--- config.mk ---
export PLATFORM = sky130hd
export DESIGN_NAME = mrab_bridge
export DESIGN_NICKNAME = d
export VERILOG_FILES = /design/src/rtl/mrab_pkg.sv /design/src/rtl/mrab_bridge.sv
export SDC_FILE = /design/constraint.sdc
export NUM_CORES = 1
export LEC_CHECK = 0
export BUFFER_PORTS_ARGS = -buffer_cell sky130_fd_sc_hd__buf_2
export CAP_MARGIN = 40
export CORE_MARGIN = 2
export CORE_UTILIZATION = 56
export DETAILED_ROUTE_END_ITERATION = 12
export PLACE_DENSITY = 0.87
export SYNTH_ARGS = -nofsm -noshare
export SYNTH_HDL_FRONTEND = slang
export SYNTH_SLANG_ARGS = --single-unit
--- constraint.sdc ---
create_clock -name clk -period 2.35 [get_ports clk]
set_input_delay 0.47 -clock clk [delete_from_list [all_inputs] [get_ports clk]]
set_output_delay 0.47 -clock clk [all_outputs]
set_load 0.03 [all_outputs]
--- src/rtl/mrab_pkg.sv ---
package mrab_pkg;

    // ------------------------------------------------------------------
    // special function register addresses
    // ------------------------------------------------------------------
    localparam logic [7:0] ADDR_POINTER = 8'h91;
    localparam logic [7:0] ADDR_DATA_LOW = 8'h92;
    localparam logic [7:0] ADDR_DATA_MID = 8'h93;
    localparam logic [7:0] ADDR_DATA_HIGH = 8'h94;
    localparam logic [7:0] ADDR_VRMS_LOW = 8'hD1;
    localparam logic [7:0] ADDR_VRMS_MID = 8'hD2;
    localparam logic [7:0] ADDR_VRMS_HIGH = 8'hD3;
    localparam logic [7:0] ADDR_IRMS_LOW = 8'hD4;
    localparam logic [7:0] ADDR_IRMS_MID = 8'hD5;
    localparam logic [7:0] ADDR_IRMS_HIGH = 8'hD6;
    localparam logic [7:0] ADDR_IRQEN_LOW = 8'hD9;
    localparam logic [7:0] ADDR_IRQEN_MID = 8'hDA;
    localparam logic [7:0] ADDR_IRQEN_HIGH = 8'hDB;
    localparam logic [7:0] ADDR_IRQST_LOW = 8'hDC;
    localparam logic [7:0] ADDR_IRQST_MID = 8'hDD;
    localparam logic [7:0] ADDR_IRQST_HIGH = 8'hDE;
    localparam logic [7:0] ADDR_WAV1_LOW = 8'hE2;
    localparam logic [7:0] ADDR_WAV1_MID = 8'hE3;
    localparam logic [7:0] ADDR_WAV1_HIGH = 8'hE4;
    localparam logic [7:0] ADDR_WAV2_LOW = 8'hE5;
    localparam logic [7:0] ADDR_WAV2_MID = 8'hE6;
    localparam logic [7:0] ADDR_WAV2_HIGH = 8'hE7;

    // ------------------------------------------------------------------
    // pointer layout and internal page
    // ------------------------------------------------------------------
    localparam int PTR_DIR_BIT = 7;
    localparam logic [6:0] INT_ADDR_RESERVED = 7'h00;
    // one-byte internal registers of the metering page
    localparam logic [6:0] BYTE_REG_CFG_FIRST = 7'h0B;
    localparam logic [6:0] BYTE_REG_CFG_LAST = 7'h10;
    localparam logic [6:0] BYTE_REG_DIP_CYCLES = 7'h13;
    localparam logic [6:0] BYTE_REG_GAIN = 7'h1B;
    localparam logic [6:0] BYTE_REG_DIV_FIRST = 7'h24;
    localparam logic [6:0] BYTE_REG_DIV_LAST = 7'h26;

    // ------------------------------------------------------------------
    // byte lanes and reset values
    // ------------------------------------------------------------------
    localparam logic [1:0] LANE_LOW = 2'h0;
    localparam logic [1:0] LANE_MID = 2'h1;
    localparam logic [1:0] LANE_HIGH = 2'h2;
    localparam logic [7:0] BYTE_RESET = 8'h00;
    localparam logic [23:0] WORD_RESET = 24'h000000;

    // ------------------------------------------------------------------
    // types
    // ------------------------------------------------------------------
    typedef enum logic [1:0] {
        ST_IDLE = 2'b00,
        ST_REQ = 2'b01,
        ST_DROP = 2'b10
    } mrab_state_type;

    typedef struct packed {
        logic [7:0] addr;
        logic wr;
        logic rd;
        logic [7:0] wdata;
    } mrab_sfr_type;

    typedef struct packed {
        logic write;
        logic [6:0] addr;
        logic [23:0] wdata;
    } mrab_cmd_type;

    typedef struct packed {
        logic [23:0] vrms;
        logic [23:0] irms;
        logic [23:0] irq_en;
        logic [23:0] irq_st;
        logic [23:0] wav1;
        logic [23:0] wav2;
    } mrab_live_type;

    typedef struct packed {
        logic valid;
        logic to_status;
        logic [1:0] lane;
        logic [7:0] data;
    } mrab_irq_wr_type;

endpackage

--- src/rtl/mrab_bridge.sv ---
// What this block does
// - rms, irq, samples direct; rest via pointer
// - irq bytes latched individually when read
// - high byte read latches whole 24-bit value
// - low/mid before high give old value
// - pointer write launches one indirect access
// - pointer bit 7 write, bits 6:0 address
// - write access sends low, mid, high bytes
// - one-byte register write uses low only
// - read access loads three data bytes
// - one-byte register read zeroes mid, high
// - metering side slower; crossing needs synchronising
// - least significant byte sits in low
// - data bytes at 0x92 to 0x94
// - rms bytes read-only at D1-D6
// - irq enable word at D9 to DB
// - irq status word at DC to DE
// - sample bytes read-only E2 to E7
// - seven-bit internal address, zero reserved
module mrab_bridge (
    input wire logic clk,
    input wire logic reset_n,
    input wire mrab_pkg::mrab_sfr_type sfr_in,
    output logic [7:0] sfr_rdata_r,
    output logic meter_req_r,
    output mrab_pkg::mrab_cmd_type meter_cmd_r,
    input wire logic meter_ack,
    input wire logic [23:0] meter_rdata,
    input wire mrab_pkg::mrab_live_type meter_live,
    output mrab_pkg::mrab_irq_wr_type irq_wr_r
);
    import mrab_pkg::*;

    // ------------------------------------------------------------------
    // helpers
    // ------------------------------------------------------------------

    // true for internal registers that are only one byte wide
    function automatic logic is_byte_reg(input logic [6:0] a);
        is_byte_reg = (a >= BYTE_REG_CFG_FIRST && a <= BYTE_REG_CFG_LAST)
            || (a == BYTE_REG_DIP_CYCLES) || (a == BYTE_REG_GAIN)
            || (a >= BYTE_REG_DIV_FIRST && a <= BYTE_REG_DIV_LAST);
    endfunction

    // picks one byte lane out of a 24-bit word
    function automatic logic [7:0] lane_of(input logic [23:0] w,
                                           input logic [1:0] lane);
        lane_of = w[{lane, 3'b000} +: 8];
    endfunction

    // ------------------------------------------------------------------
    // state
    // ------------------------------------------------------------------
    mrab_state_type state_r; // handshake sequencer
    logic [7:0] pointer_r; // last pointer value written
    logic [7:0] data_low_r; // indirect data bytes
    logic [7:0] data_mid_r;
    logic [7:0] data_high_r;
    logic [23:0] vrms_lat_r; // captured rms and samples
    logic [23:0] irms_lat_r;
    logic [23:0] wav1_lat_r;
    logic [23:0] wav2_lat_r;
    logic [23:0] irqen_lat_r; // per-byte captured irq words
    logic [23:0] irqst_lat_r;
    logic ack_meta_r; // first synchroniser stages
    logic [23:0] rdata_meta_r;
    mrab_live_type live_meta_r;
    logic ack_sync_r; // second synchroniser stages
    logic [23:0] rdata_sync_r;
    mrab_live_type live_sync_r;
    logic [6:0] cmd_addr; // address field of pointer write
    logic launch; // pointer write that starts an access
    logic done; // read or write access acknowledged
    logic ptr_wr; // software writes the pointer
    logic [1:0] en_lane; // byte lane of an enable word access
    logic [1:0] st_lane; // byte lane of a status word access

    assign ptr_wr = sfr_in.wr && (sfr_in.addr == ADDR_POINTER);
    assign cmd_addr = sfr_in.wdata[6:0];
    // reserved internal address and a busy bridge both drop the launch
    assign launch = ptr_wr && (state_r == ST_IDLE)
        && (cmd_addr != INT_ADDR_RESERVED);
    assign done = (state_r == ST_REQ) && ack_sync_r;
    // enable bytes sit one above a lane boundary, status bytes on it
    assign en_lane = sfr_in.addr[1:0] - 2'h1;
    assign st_lane = sfr_in.addr[1:0];

    // ------------------------------------------------------------------
    // synchronisers from the metering domain
    // ------------------------------------------------------------------

    // the metering processor runs on a far slower clock, so every
    // level it drives is passed through two flops before use
    always_ff @(posedge clk or negedge reset_n) begin
        if (!reset_n) begin
            ack_meta_r <= 1'b0;
            ack_sync_r <= 1'b0;
            rdata_meta_r <= WORD_RESET;
            rdata_sync_r <= WORD_RESET;
            live_meta_r <= '0;
            live_sync_r <= '0;
        end else begin
            ack_meta_r <= meter_ack;
            ack_sync_r <= ack_meta_r;
            rdata_meta_r <= meter_rdata;
            rdata_sync_r <= rdata_meta_r;
            live_meta_r <= meter_live;
            live_sync_r <= live_meta_r;
        end
    end

    // ------------------------------------------------------------------
    // indirect access handshake
    // ------------------------------------------------------------------

    // four-phase request and acknowledge; a launch while busy is
    // dropped, which is why software must wait between accesses
    always_ff @(posedge clk or negedge reset_n) begin
        if (!reset_n) begin
            state_r <= ST_IDLE;
            meter_req_r <= 1'b0;
        end else begin
            unique case (state_r)
                // waiting for software to write the pointer
                ST_IDLE: begin
                    if (launch) begin
                        state_r <= ST_REQ;
                        meter_req_r <= 1'b1;
                    end
                end
                // request held until the far side answers
                ST_REQ: begin
                    if (ack_sync_r) begin
                        state_r <= ST_DROP;
                        meter_req_r <= 1'b0;
                    end
                end
                // wait for acknowledge to fall before the next access
                ST_DROP: begin
                    if (!ack_sync_r) begin
                        state_r <= ST_IDLE;
                    end
                end
                // unused code falls back to idle
                default: begin
                    state_r <= ST_IDLE;
                    meter_req_r <= 1'b0;
                end
            endcase
        end
    end

    // command word held stable for the whole handshake
    always_ff @(posedge clk or negedge reset_n) begin
        if (!reset_n) begin
            meter_cmd_r <= '0;
        end else if (launch) begin
            meter_cmd_r.write <= sfr_in.wdata[PTR_DIR_BIT];
            meter_cmd_r.addr <= cmd_addr;
            // one-byte targets get only the low byte; upper lanes zero
            if (is_byte_reg(cmd_addr)) begin
                meter_cmd_r.wdata <= {16'h0000, data_low_r};
            end else begin
                meter_cmd_r.wdata <= {data_high_r, data_mid_r,
                                      data_low_r};
            end
        end
    end

    // pointer register keeps whatever software last wrote
    always_ff @(posedge clk or negedge reset_n) begin
        if (!reset_n) begin
            pointer_r <= BYTE_RESET;
        end else if (ptr_wr) begin
            pointer_r <= sfr_in.wdata;
        end
    end

    // ------------------------------------------------------------------
    // indirect data bytes
    // ------------------------------------------------------------------

    // a completing read overrides a software write in the same cycle;
    // software is expected to wait, so the clash only hits bad code
    always_ff @(posedge clk or negedge reset_n) begin
        if (!reset_n) begin
            data_low_r <= BYTE_RESET;
            data_mid_r <= BYTE_RESET;
            data_high_r <= BYTE_RESET;
        end else if (done && !meter_cmd_r.write) begin
            data_low_r <= rdata_sync_r[7:0];
            if (is_byte_reg(meter_cmd_r.addr)) begin
                data_mid_r <= BYTE_RESET;
                data_high_r <= BYTE_RESET;
            end else begin
                data_mid_r <= rdata_sync_r[15:8];
                data_high_r <= rdata_sync_r[23:16];
            end
        end else if (sfr_in.wr) begin
            // software side of the data bytes
            if (sfr_in.addr == ADDR_DATA_LOW) begin
                data_low_r <= sfr_in.wdata;
            end
            if (sfr_in.addr == ADDR_DATA_MID) begin
                data_mid_r <= sfr_in.wdata;
            end
            if (sfr_in.addr == ADDR_DATA_HIGH) begin
                data_high_r <= sfr_in.wdata;
            end
        end
    end

    // ------------------------------------------------------------------
    // rms and sample capture
    // ------------------------------------------------------------------

    // only a high-byte read refreshes a group, so the low and middle
    // bytes that follow come from the same instant
    always_ff @(posedge clk or negedge reset_n) begin
        if (!reset_n) begin
            vrms_lat_r <= WORD_RESET;
            irms_lat_r <= WORD_RESET;
            wav1_lat_r <= WORD_RESET;
            wav2_lat_r <= WORD_RESET;
        end else if (sfr_in.rd) begin
            if (sfr_in.addr == ADDR_VRMS_HIGH) begin
                vrms_lat_r <= live_sync_r.vrms;
            end
            if (sfr_in.addr == ADDR_IRMS_HIGH) begin
                irms_lat_r <= live_sync_r.irms;
            end
            if (sfr_in.addr == ADDR_WAV1_HIGH) begin
                wav1_lat_r <= live_sync_r.wav1;
            end
            if (sfr_in.addr == ADDR_WAV2_HIGH) begin
                wav2_lat_r <= live_sync_r.wav2;
            end
        end
    end

    // ------------------------------------------------------------------
    // interrupt enable and status bytes
    // ------------------------------------------------------------------

    // each byte is captured on its own read; a write leaves the copy
    // untouched and only goes out as a strobe to the metering side
    always_ff @(posedge clk or negedge reset_n) begin
        if (!reset_n) begin
            irqen_lat_r <= WORD_RESET;
            irqst_lat_r <= WORD_RESET;
        end else if (sfr_in.rd) begin
            unique case (sfr_in.addr)
                ADDR_IRQEN_LOW, ADDR_IRQEN_MID, ADDR_IRQEN_HIGH: begin
                    irqen_lat_r[{en_lane, 3'b000} +: 8]
                        <= lane_of(live_sync_r.irq_en, en_lane);
                end
                ADDR_IRQST_LOW, ADDR_IRQST_MID, ADDR_IRQST_HIGH: begin
                    irqst_lat_r[{st_lane, 3'b000} +: 8]
                        <= lane_of(live_sync_r.irq_st, st_lane);
                end
                default: begin
                end
            endcase
        end
    end

    // byte writes to the interrupt words go out as one-cycle strobes
    always_ff @(posedge clk or negedge reset_n) begin
        if (!reset_n) begin
            irq_wr_r <= '0;
        end else begin
            irq_wr_r.valid <= 1'b0;
            if (sfr_in.wr) begin
                irq_wr_r.data <= sfr_in.wdata;
                unique case (sfr_in.addr)
                    ADDR_IRQEN_LOW, ADDR_IRQEN_MID, ADDR_IRQEN_HIGH: begin
                        irq_wr_r.valid <= 1'b1;
                        irq_wr_r.to_status <= 1'b0;
                        irq_wr_r.lane <= en_lane;
                    end
                    ADDR_IRQST_LOW, ADDR_IRQST_MID, ADDR_IRQST_HIGH: begin
                        irq_wr_r.valid <= 1'b1;
                        irq_wr_r.to_status <= 1'b1;
                        irq_wr_r.lane <= st_lane;
                    end
                    default: begin
                    end
                endcase
            end
        end
    end

    // ------------------------------------------------------------------
    // read data
    // ------------------------------------------------------------------

    // read answer one cycle after the strobe; unmapped reads give zero
    always_ff @(posedge clk or negedge reset_n) begin
        if (!reset_n) begin
            sfr_rdata_r <= BYTE_RESET;
        end else if (sfr_in.rd) begin
            unique case (sfr_in.addr)
                ADDR_POINTER: sfr_rdata_r <= pointer_r;
                ADDR_DATA_LOW: sfr_rdata_r <= data_low_r;
                ADDR_DATA_MID: sfr_rdata_r <= data_mid_r;
                ADDR_DATA_HIGH: sfr_rdata_r <= data_high_r;
                // low and middle bytes come from the old capture
                ADDR_VRMS_LOW: sfr_rdata_r <= vrms_lat_r[7:0];
                ADDR_VRMS_MID: sfr_rdata_r <= vrms_lat_r[15:8];
                ADDR_VRMS_HIGH: sfr_rdata_r <= live_sync_r.vrms[23:16];
                ADDR_IRMS_LOW: sfr_rdata_r <= irms_lat_r[7:0];
                ADDR_IRMS_MID: sfr_rdata_r <= irms_lat_r[15:8];
                ADDR_IRMS_HIGH: sfr_rdata_r <= live_sync_r.irms[23:16];
                ADDR_WAV1_LOW: sfr_rdata_r <= wav1_lat_r[7:0];
                ADDR_WAV1_MID: sfr_rdata_r <= wav1_lat_r[15:8];
                ADDR_WAV1_HIGH: sfr_rdata_r <= live_sync_r.wav1[23:16];
                ADDR_WAV2_LOW: sfr_rdata_r <= wav2_lat_r[7:0];
                ADDR_WAV2_MID: sfr_rdata_r <= wav2_lat_r[15:8];
                ADDR_WAV2_HIGH: sfr_rdata_r <= live_sync_r.wav2[23:16];
                // interrupt bytes answer with the value caught now
                ADDR_IRQEN_LOW, ADDR_IRQEN_MID, ADDR_IRQEN_HIGH:
                    sfr_rdata_r <= lane_of(live_sync_r.irq_en,
                                           en_lane);
                ADDR_IRQST_LOW, ADDR_IRQST_MID, ADDR_IRQST_HIGH:
                    sfr_rdata_r <= lane_of(live_sync_r.irq_st,
                                           st_lane);
                default: sfr_rdata_r <= BYTE_RESET;
            endcase
        end
    end

    // ------------------------------------------------------------------
    // assertions
    // ------------------------------------------------------------------

    a_launch_req: assert property (
        @(posedge clk) disable iff (!reset_n)
        launch |=> meter_req_r && state_r == ST_REQ)
        else $error("pointer write did not raise request");

    a_reserved_drop: assert property (
        @(posedge clk) disable iff (!reset_n)
        (ptr_wr && state_r == ST_IDLE && cmd_addr == INT_ADDR_RESERVED)
        |=> !meter_req_r)
        else $error("reserved address launched an access");

    a_dir_addr: assert property (
        @(posedge clk) disable iff (!reset_n)
        launch |=> meter_cmd_r.write == $past(sfr_in.wdata[7])
            && meter_cmd_r.addr == $past(sfr_in.wdata[6:0]))
        else $error("command direction or address wrong");

    a_byte_mask: assert property (
        @(posedge clk) disable iff (!reset_n)
        $rose(meter_req_r) && is_byte_reg(meter_cmd_r.addr)
        |-> meter_cmd_r.wdata[23:8] == 16'h0000)
        else $error("one-byte write carried upper bytes");

    a_req_hold: assert property (
        @(posedge clk) disable iff (!reset_n)
        meter_req_r && !ack_sync_r |=> meter_req_r && $stable(meter_cmd_r))
        else $error("request dropped before acknowledge");

    a_read_zero: assert property (
        @(posedge clk) disable iff (!reset_n)
        done && !meter_cmd_r.write && is_byte_reg(meter_cmd_r.addr)
        |=> data_mid_r == BYTE_RESET && data_high_r == BYTE_RESET)
        else $error("one-byte read left upper bytes set");

    a_read_fill: assert property (
        @(posedge clk) disable iff (!reset_n)
        done && !meter_cmd_r.write
        |=> data_low_r == $past(rdata_sync_r[7:0]))
        else $error("read result not loaded");

    a_high_latch: assert property (
        @(posedge clk) disable iff (!reset_n)
        sfr_in.rd && sfr_in.addr == ADDR_VRMS_HIGH
        |=> vrms_lat_r == $past(live_sync_r.vrms)
            && sfr_rdata_r == $past(live_sync_r.vrms[23:16]))
        else $error("high byte read did not capture word");

    a_low_old: assert property (
        @(posedge clk) disable iff (!reset_n)
        sfr_in.rd && sfr_in.addr == ADDR_IRMS_LOW
        |=> $stable(irms_lat_r) && sfr_rdata_r == irms_lat_r[7:0])
        else $error("low byte read disturbed capture");

    a_irq_byte: assert property (
        @(posedge clk) disable iff (!reset_n)
        sfr_in.rd && sfr_in.addr == ADDR_IRQST_MID
        |=> irqst_lat_r[15:8] == $past(live_sync_r.irq_st[15:8])
            && $stable(irqst_lat_r[7:0]))
        else $error("status byte not captured alone");

    a_irqen_byte: assert property (
        @(posedge clk) disable iff (!reset_n)
        sfr_in.rd && sfr_in.addr == ADDR_IRQEN_HIGH
        |=> irqen_lat_r[23:16] == sfr_rdata_r
            && sfr_rdata_r == $past(live_sync_r.irq_en[23:16]))
        else $error("enable byte not captured on read");

endmodule

==> results.sh <==
export IMPL_row_count=62
export IMPL_die_w_um=175
export IMPL_period_minus_slack_ns=2.07
export IMPL_fin_tns_setup_ns=0
export IMPL_critPathKind="input port to register"
export IMPL_synth_nets=1255
export IMPL_cts_sinks=489
export IMPL_globalplace_congestion=0.928
export IMPL_placed_cell_area_um2=18500
export IMPL_timing_fmax_mhz=483
export IMPL_synth_cell_area_um2=16300
export IMPL_start_kind="input port"
export IMPL_grt_pass1_wl_um=64400
export IMPL_max_stage_delay_ns=0.49
export IMPL_path_max_fanout=25
export IMPL_crit_chain="buf_2, clkinv_1, ha_1, buf_12, a222oi_1, nor3_1, a21oi_1, nand3_1, o32a_1"
export IMPL_drive_above_1_share=0.347
export IMPL_setup_viol=0
export IMPL_dr_pass1_iters=5
export IMPL_critPathSlowestCell="a222oi_1"
export IMPL_ys_types=67
export IMPL_grt_pass1_vias=11000
export IMPL_synth_top_area_frac=0.751
export IMPL_status="completed"
export IMPL_power_total_mw=17.9
export IMPL_synth_commonest_cells="dfrtp_1, mux2_2, nand2_1"
export IMPL_antenna_found_initial=0
export IMPL_grt_ovfl_total=0
export IMPL_drv_slew=0
export IMPL_synthFlopType="dfrtp_1"
export IMPL_fillers=1867
export IMPL_cp_data_arrival_time_ns=2.50
export IMPL_die_y_um=175
export IMPL_relSlewSlack=0.517
export IMPL_max_cap_violations=0
export IMPL_fin_area_um2=20100
export IMPL_power_density_nw_per_um2=890
export IMPL_core_area_um2=28700
export IMPL_crit_path_end_kind="register"
export IMPL_syn_avg_cell_area_um2=15.3
export IMPL_grt_setup_unrepaired="no"
export IMPL_post_cts_resize_count=0
export IMPL_utilization=0.699
export IMPL_cts_tree="built"
export IMPL_fin_hold_ws_ns=0.0202
export IMPL_nNetsFinal=1572
export IMPL_post_cts_setup_buffers=0
export IMPL_ys_seq_area_frac=0.751
export IMPL_initial_core_util=0.568
export IMPL_wirelength_um=41600
export IMPL_hold_buffers=4
export IMPL_synth_edf_count=0
export IMPL_io_pins=242
export IMPL_vias=10200
export IMPL_clock_latency_ns=0.55
export IMPL_required_ns=2.78
export IMPL_drtIter0Drc=1084
export IMPL_worstMarginPinSlew_ns=0.714
export IMPL_avgRoutedWirePerCell_um=23.1
export IMPL_clk_pin_slew_ns=0.07
export IMPL_track_usage=0.281
export IMPL_cts_buffers=46
export IMPL_io_buffers=241
export IMPL_die_area_um2=30500
export IMPL_yosysMostFrequentCell="dfrtp_1"
export IMPL_drc=0
export IMPL_crit_buf_inv=3
export IMPL_synth_area_leaders="dfrtp_1, mux2_2, mux2i_1"
export IMPL_ir_drop_mv=0.733
export IMPL_viasPerCell=5.68
export IMPL_cts_max_level=2
export IMPL_syn_instance_count=1062
export IMPL_synthToLayoutAreaGrowth_pct=23.2
export IMPL_clk_path_buf_depth=3
export IMPL_path_delay_family="compound AO/OA/AOI/OAI gates"
export IMPL_period_share=0.881
export IMPL_ant_nets=0
export IMPL_grt_max_degree=68
export IMPL_finalHoldViolCount=0
export IMPL_yosysWarnings=0
export IMPL_power_leakage_nw=9.69
export IMPL_synth_top_area_cell="dfrtp_1"
export IMPL_synthArstFlopShare=1.00
export IMPL_worst_clock_skew_ns=0.0153
export IMPL_synth_seq_cells=489
export IMPL_hold_path_class="input port to register"
export IMPL_root_buffer="clkbuf_16"
export IMPL_hpwl_um=29000
-- layout by cell type, fill, tap and decap left out, drive strengths merged, types with 16 or more instances in the layout --
cell	synthesis	layout
mux2	97	97
a21oi	32	32
nor2	41	41
nand3	16	16
nand2	52	52
a22o	29	29
clkbuf	32	64
dfrtp	489	489
a22oi	27	27
o21ai	44	44
buf	20	316
inv	23	24
mux2i	26	26
-- cell families (layout without fill, tap and decap cells) --
| group | after synthesis | count (layout) | share of synthesized area |
|---|---|---|---|
| adder cells (fa/ha/maj) | 4 | 4 | 0.00307 |
| multiplexers | 123 | 123 | 0.0830 |
| XOR/XNOR | 1 | 1 | 0.000538 |
| other | 0 | 1 | 0 |
| AO/OA/AOI/OAI | 195 | 195 | 0.0866 |
| flip-flops | 489 | 489 | 0.751 |
| AND/OR/NAND/NOR | 174 | 174 | 0.0567 |
| buffers and inverters | 76 | 428 | 0.0190 |
-- layout make-up --
type                    count  area [um^2]  area share
diodes                      1         2.50    0.000125
clock buffers              64         1310      0.0653
clock inverters            19          221      0.0110
inverters                  24         90.1     0.00449
multi-input cells         497         3760       0.187
flip-flops and latches    489        12200       0.610
well taps                 384          480      0.0239
repair buffers            321         1970      0.0980
-- flip-flops by register name (all words and copies together), names as in the netlist, 12 cells and up --
register,count
live_meta_r,144
meter_cmd_r,32
rdata_sync_r,24
irms_lat_r,16
wav1_lat_r,16
live_sync_r,144
vrms_lat_r,16
irq_wr_r,12
rdata_meta_r,24
wav2_lat_r,16
-- where the power goes --
part	leakage [nW]	internal, mW	switching, mW
sequential	5.93	8.92	0.326
clock	0.741	4.26	3.14
combinational	3.01	0.482	0.732
total	9.69	13.7	4.20
-- final timing paths --
kind,slack (ns),from,cells past startpoint,end
worst max register to register,0.46,state_r[1],4,data_high_r[4]
worst min-delay path,0.02,meter_live[122],1,live_meta_r[122]
worst max-delay path,0.28,sfr_in[10],9,sfr_rdata_r[0]
worst min register to register,0.34,live_meta_r[24],0,live_sync_r[24]
max in group asynchronous,1.03,reset_n,3,live_meta_r[29]
min in group asynchronous,0.49,reset_n,2,data_high_r[5]
-- per-layer routing --
layer  up-vias  global-route usage  wire (um)
met4         0              0.0962       1420
li1       4394                   -          -
met5         -                   0          0
met3       107              0.0513       3080
met1      5201               0.380      16400
met2       522               0.467      20700
-- through the flow --
step           worst slack, ns  cells
2_1_floorplan           0.0368   1062
3_3_place_gp            -0.222   1709
3_5_place_dp            -0.196   1710
4_1_cts                  0.366   1797
5_1_grt                  0.268   1798
6_report                 0.281   1799
-- worst register-to-register path, delay by kind of cell (launching register included) --
kind | cells | cell delay (ns)
buf+inv | 1 | 0.24
simple gates | 1 | 0.67
compound gates | 2 | 0.44
flops | 1 | 0.45
Note: power is estimated with default switching activity, not from simulation.
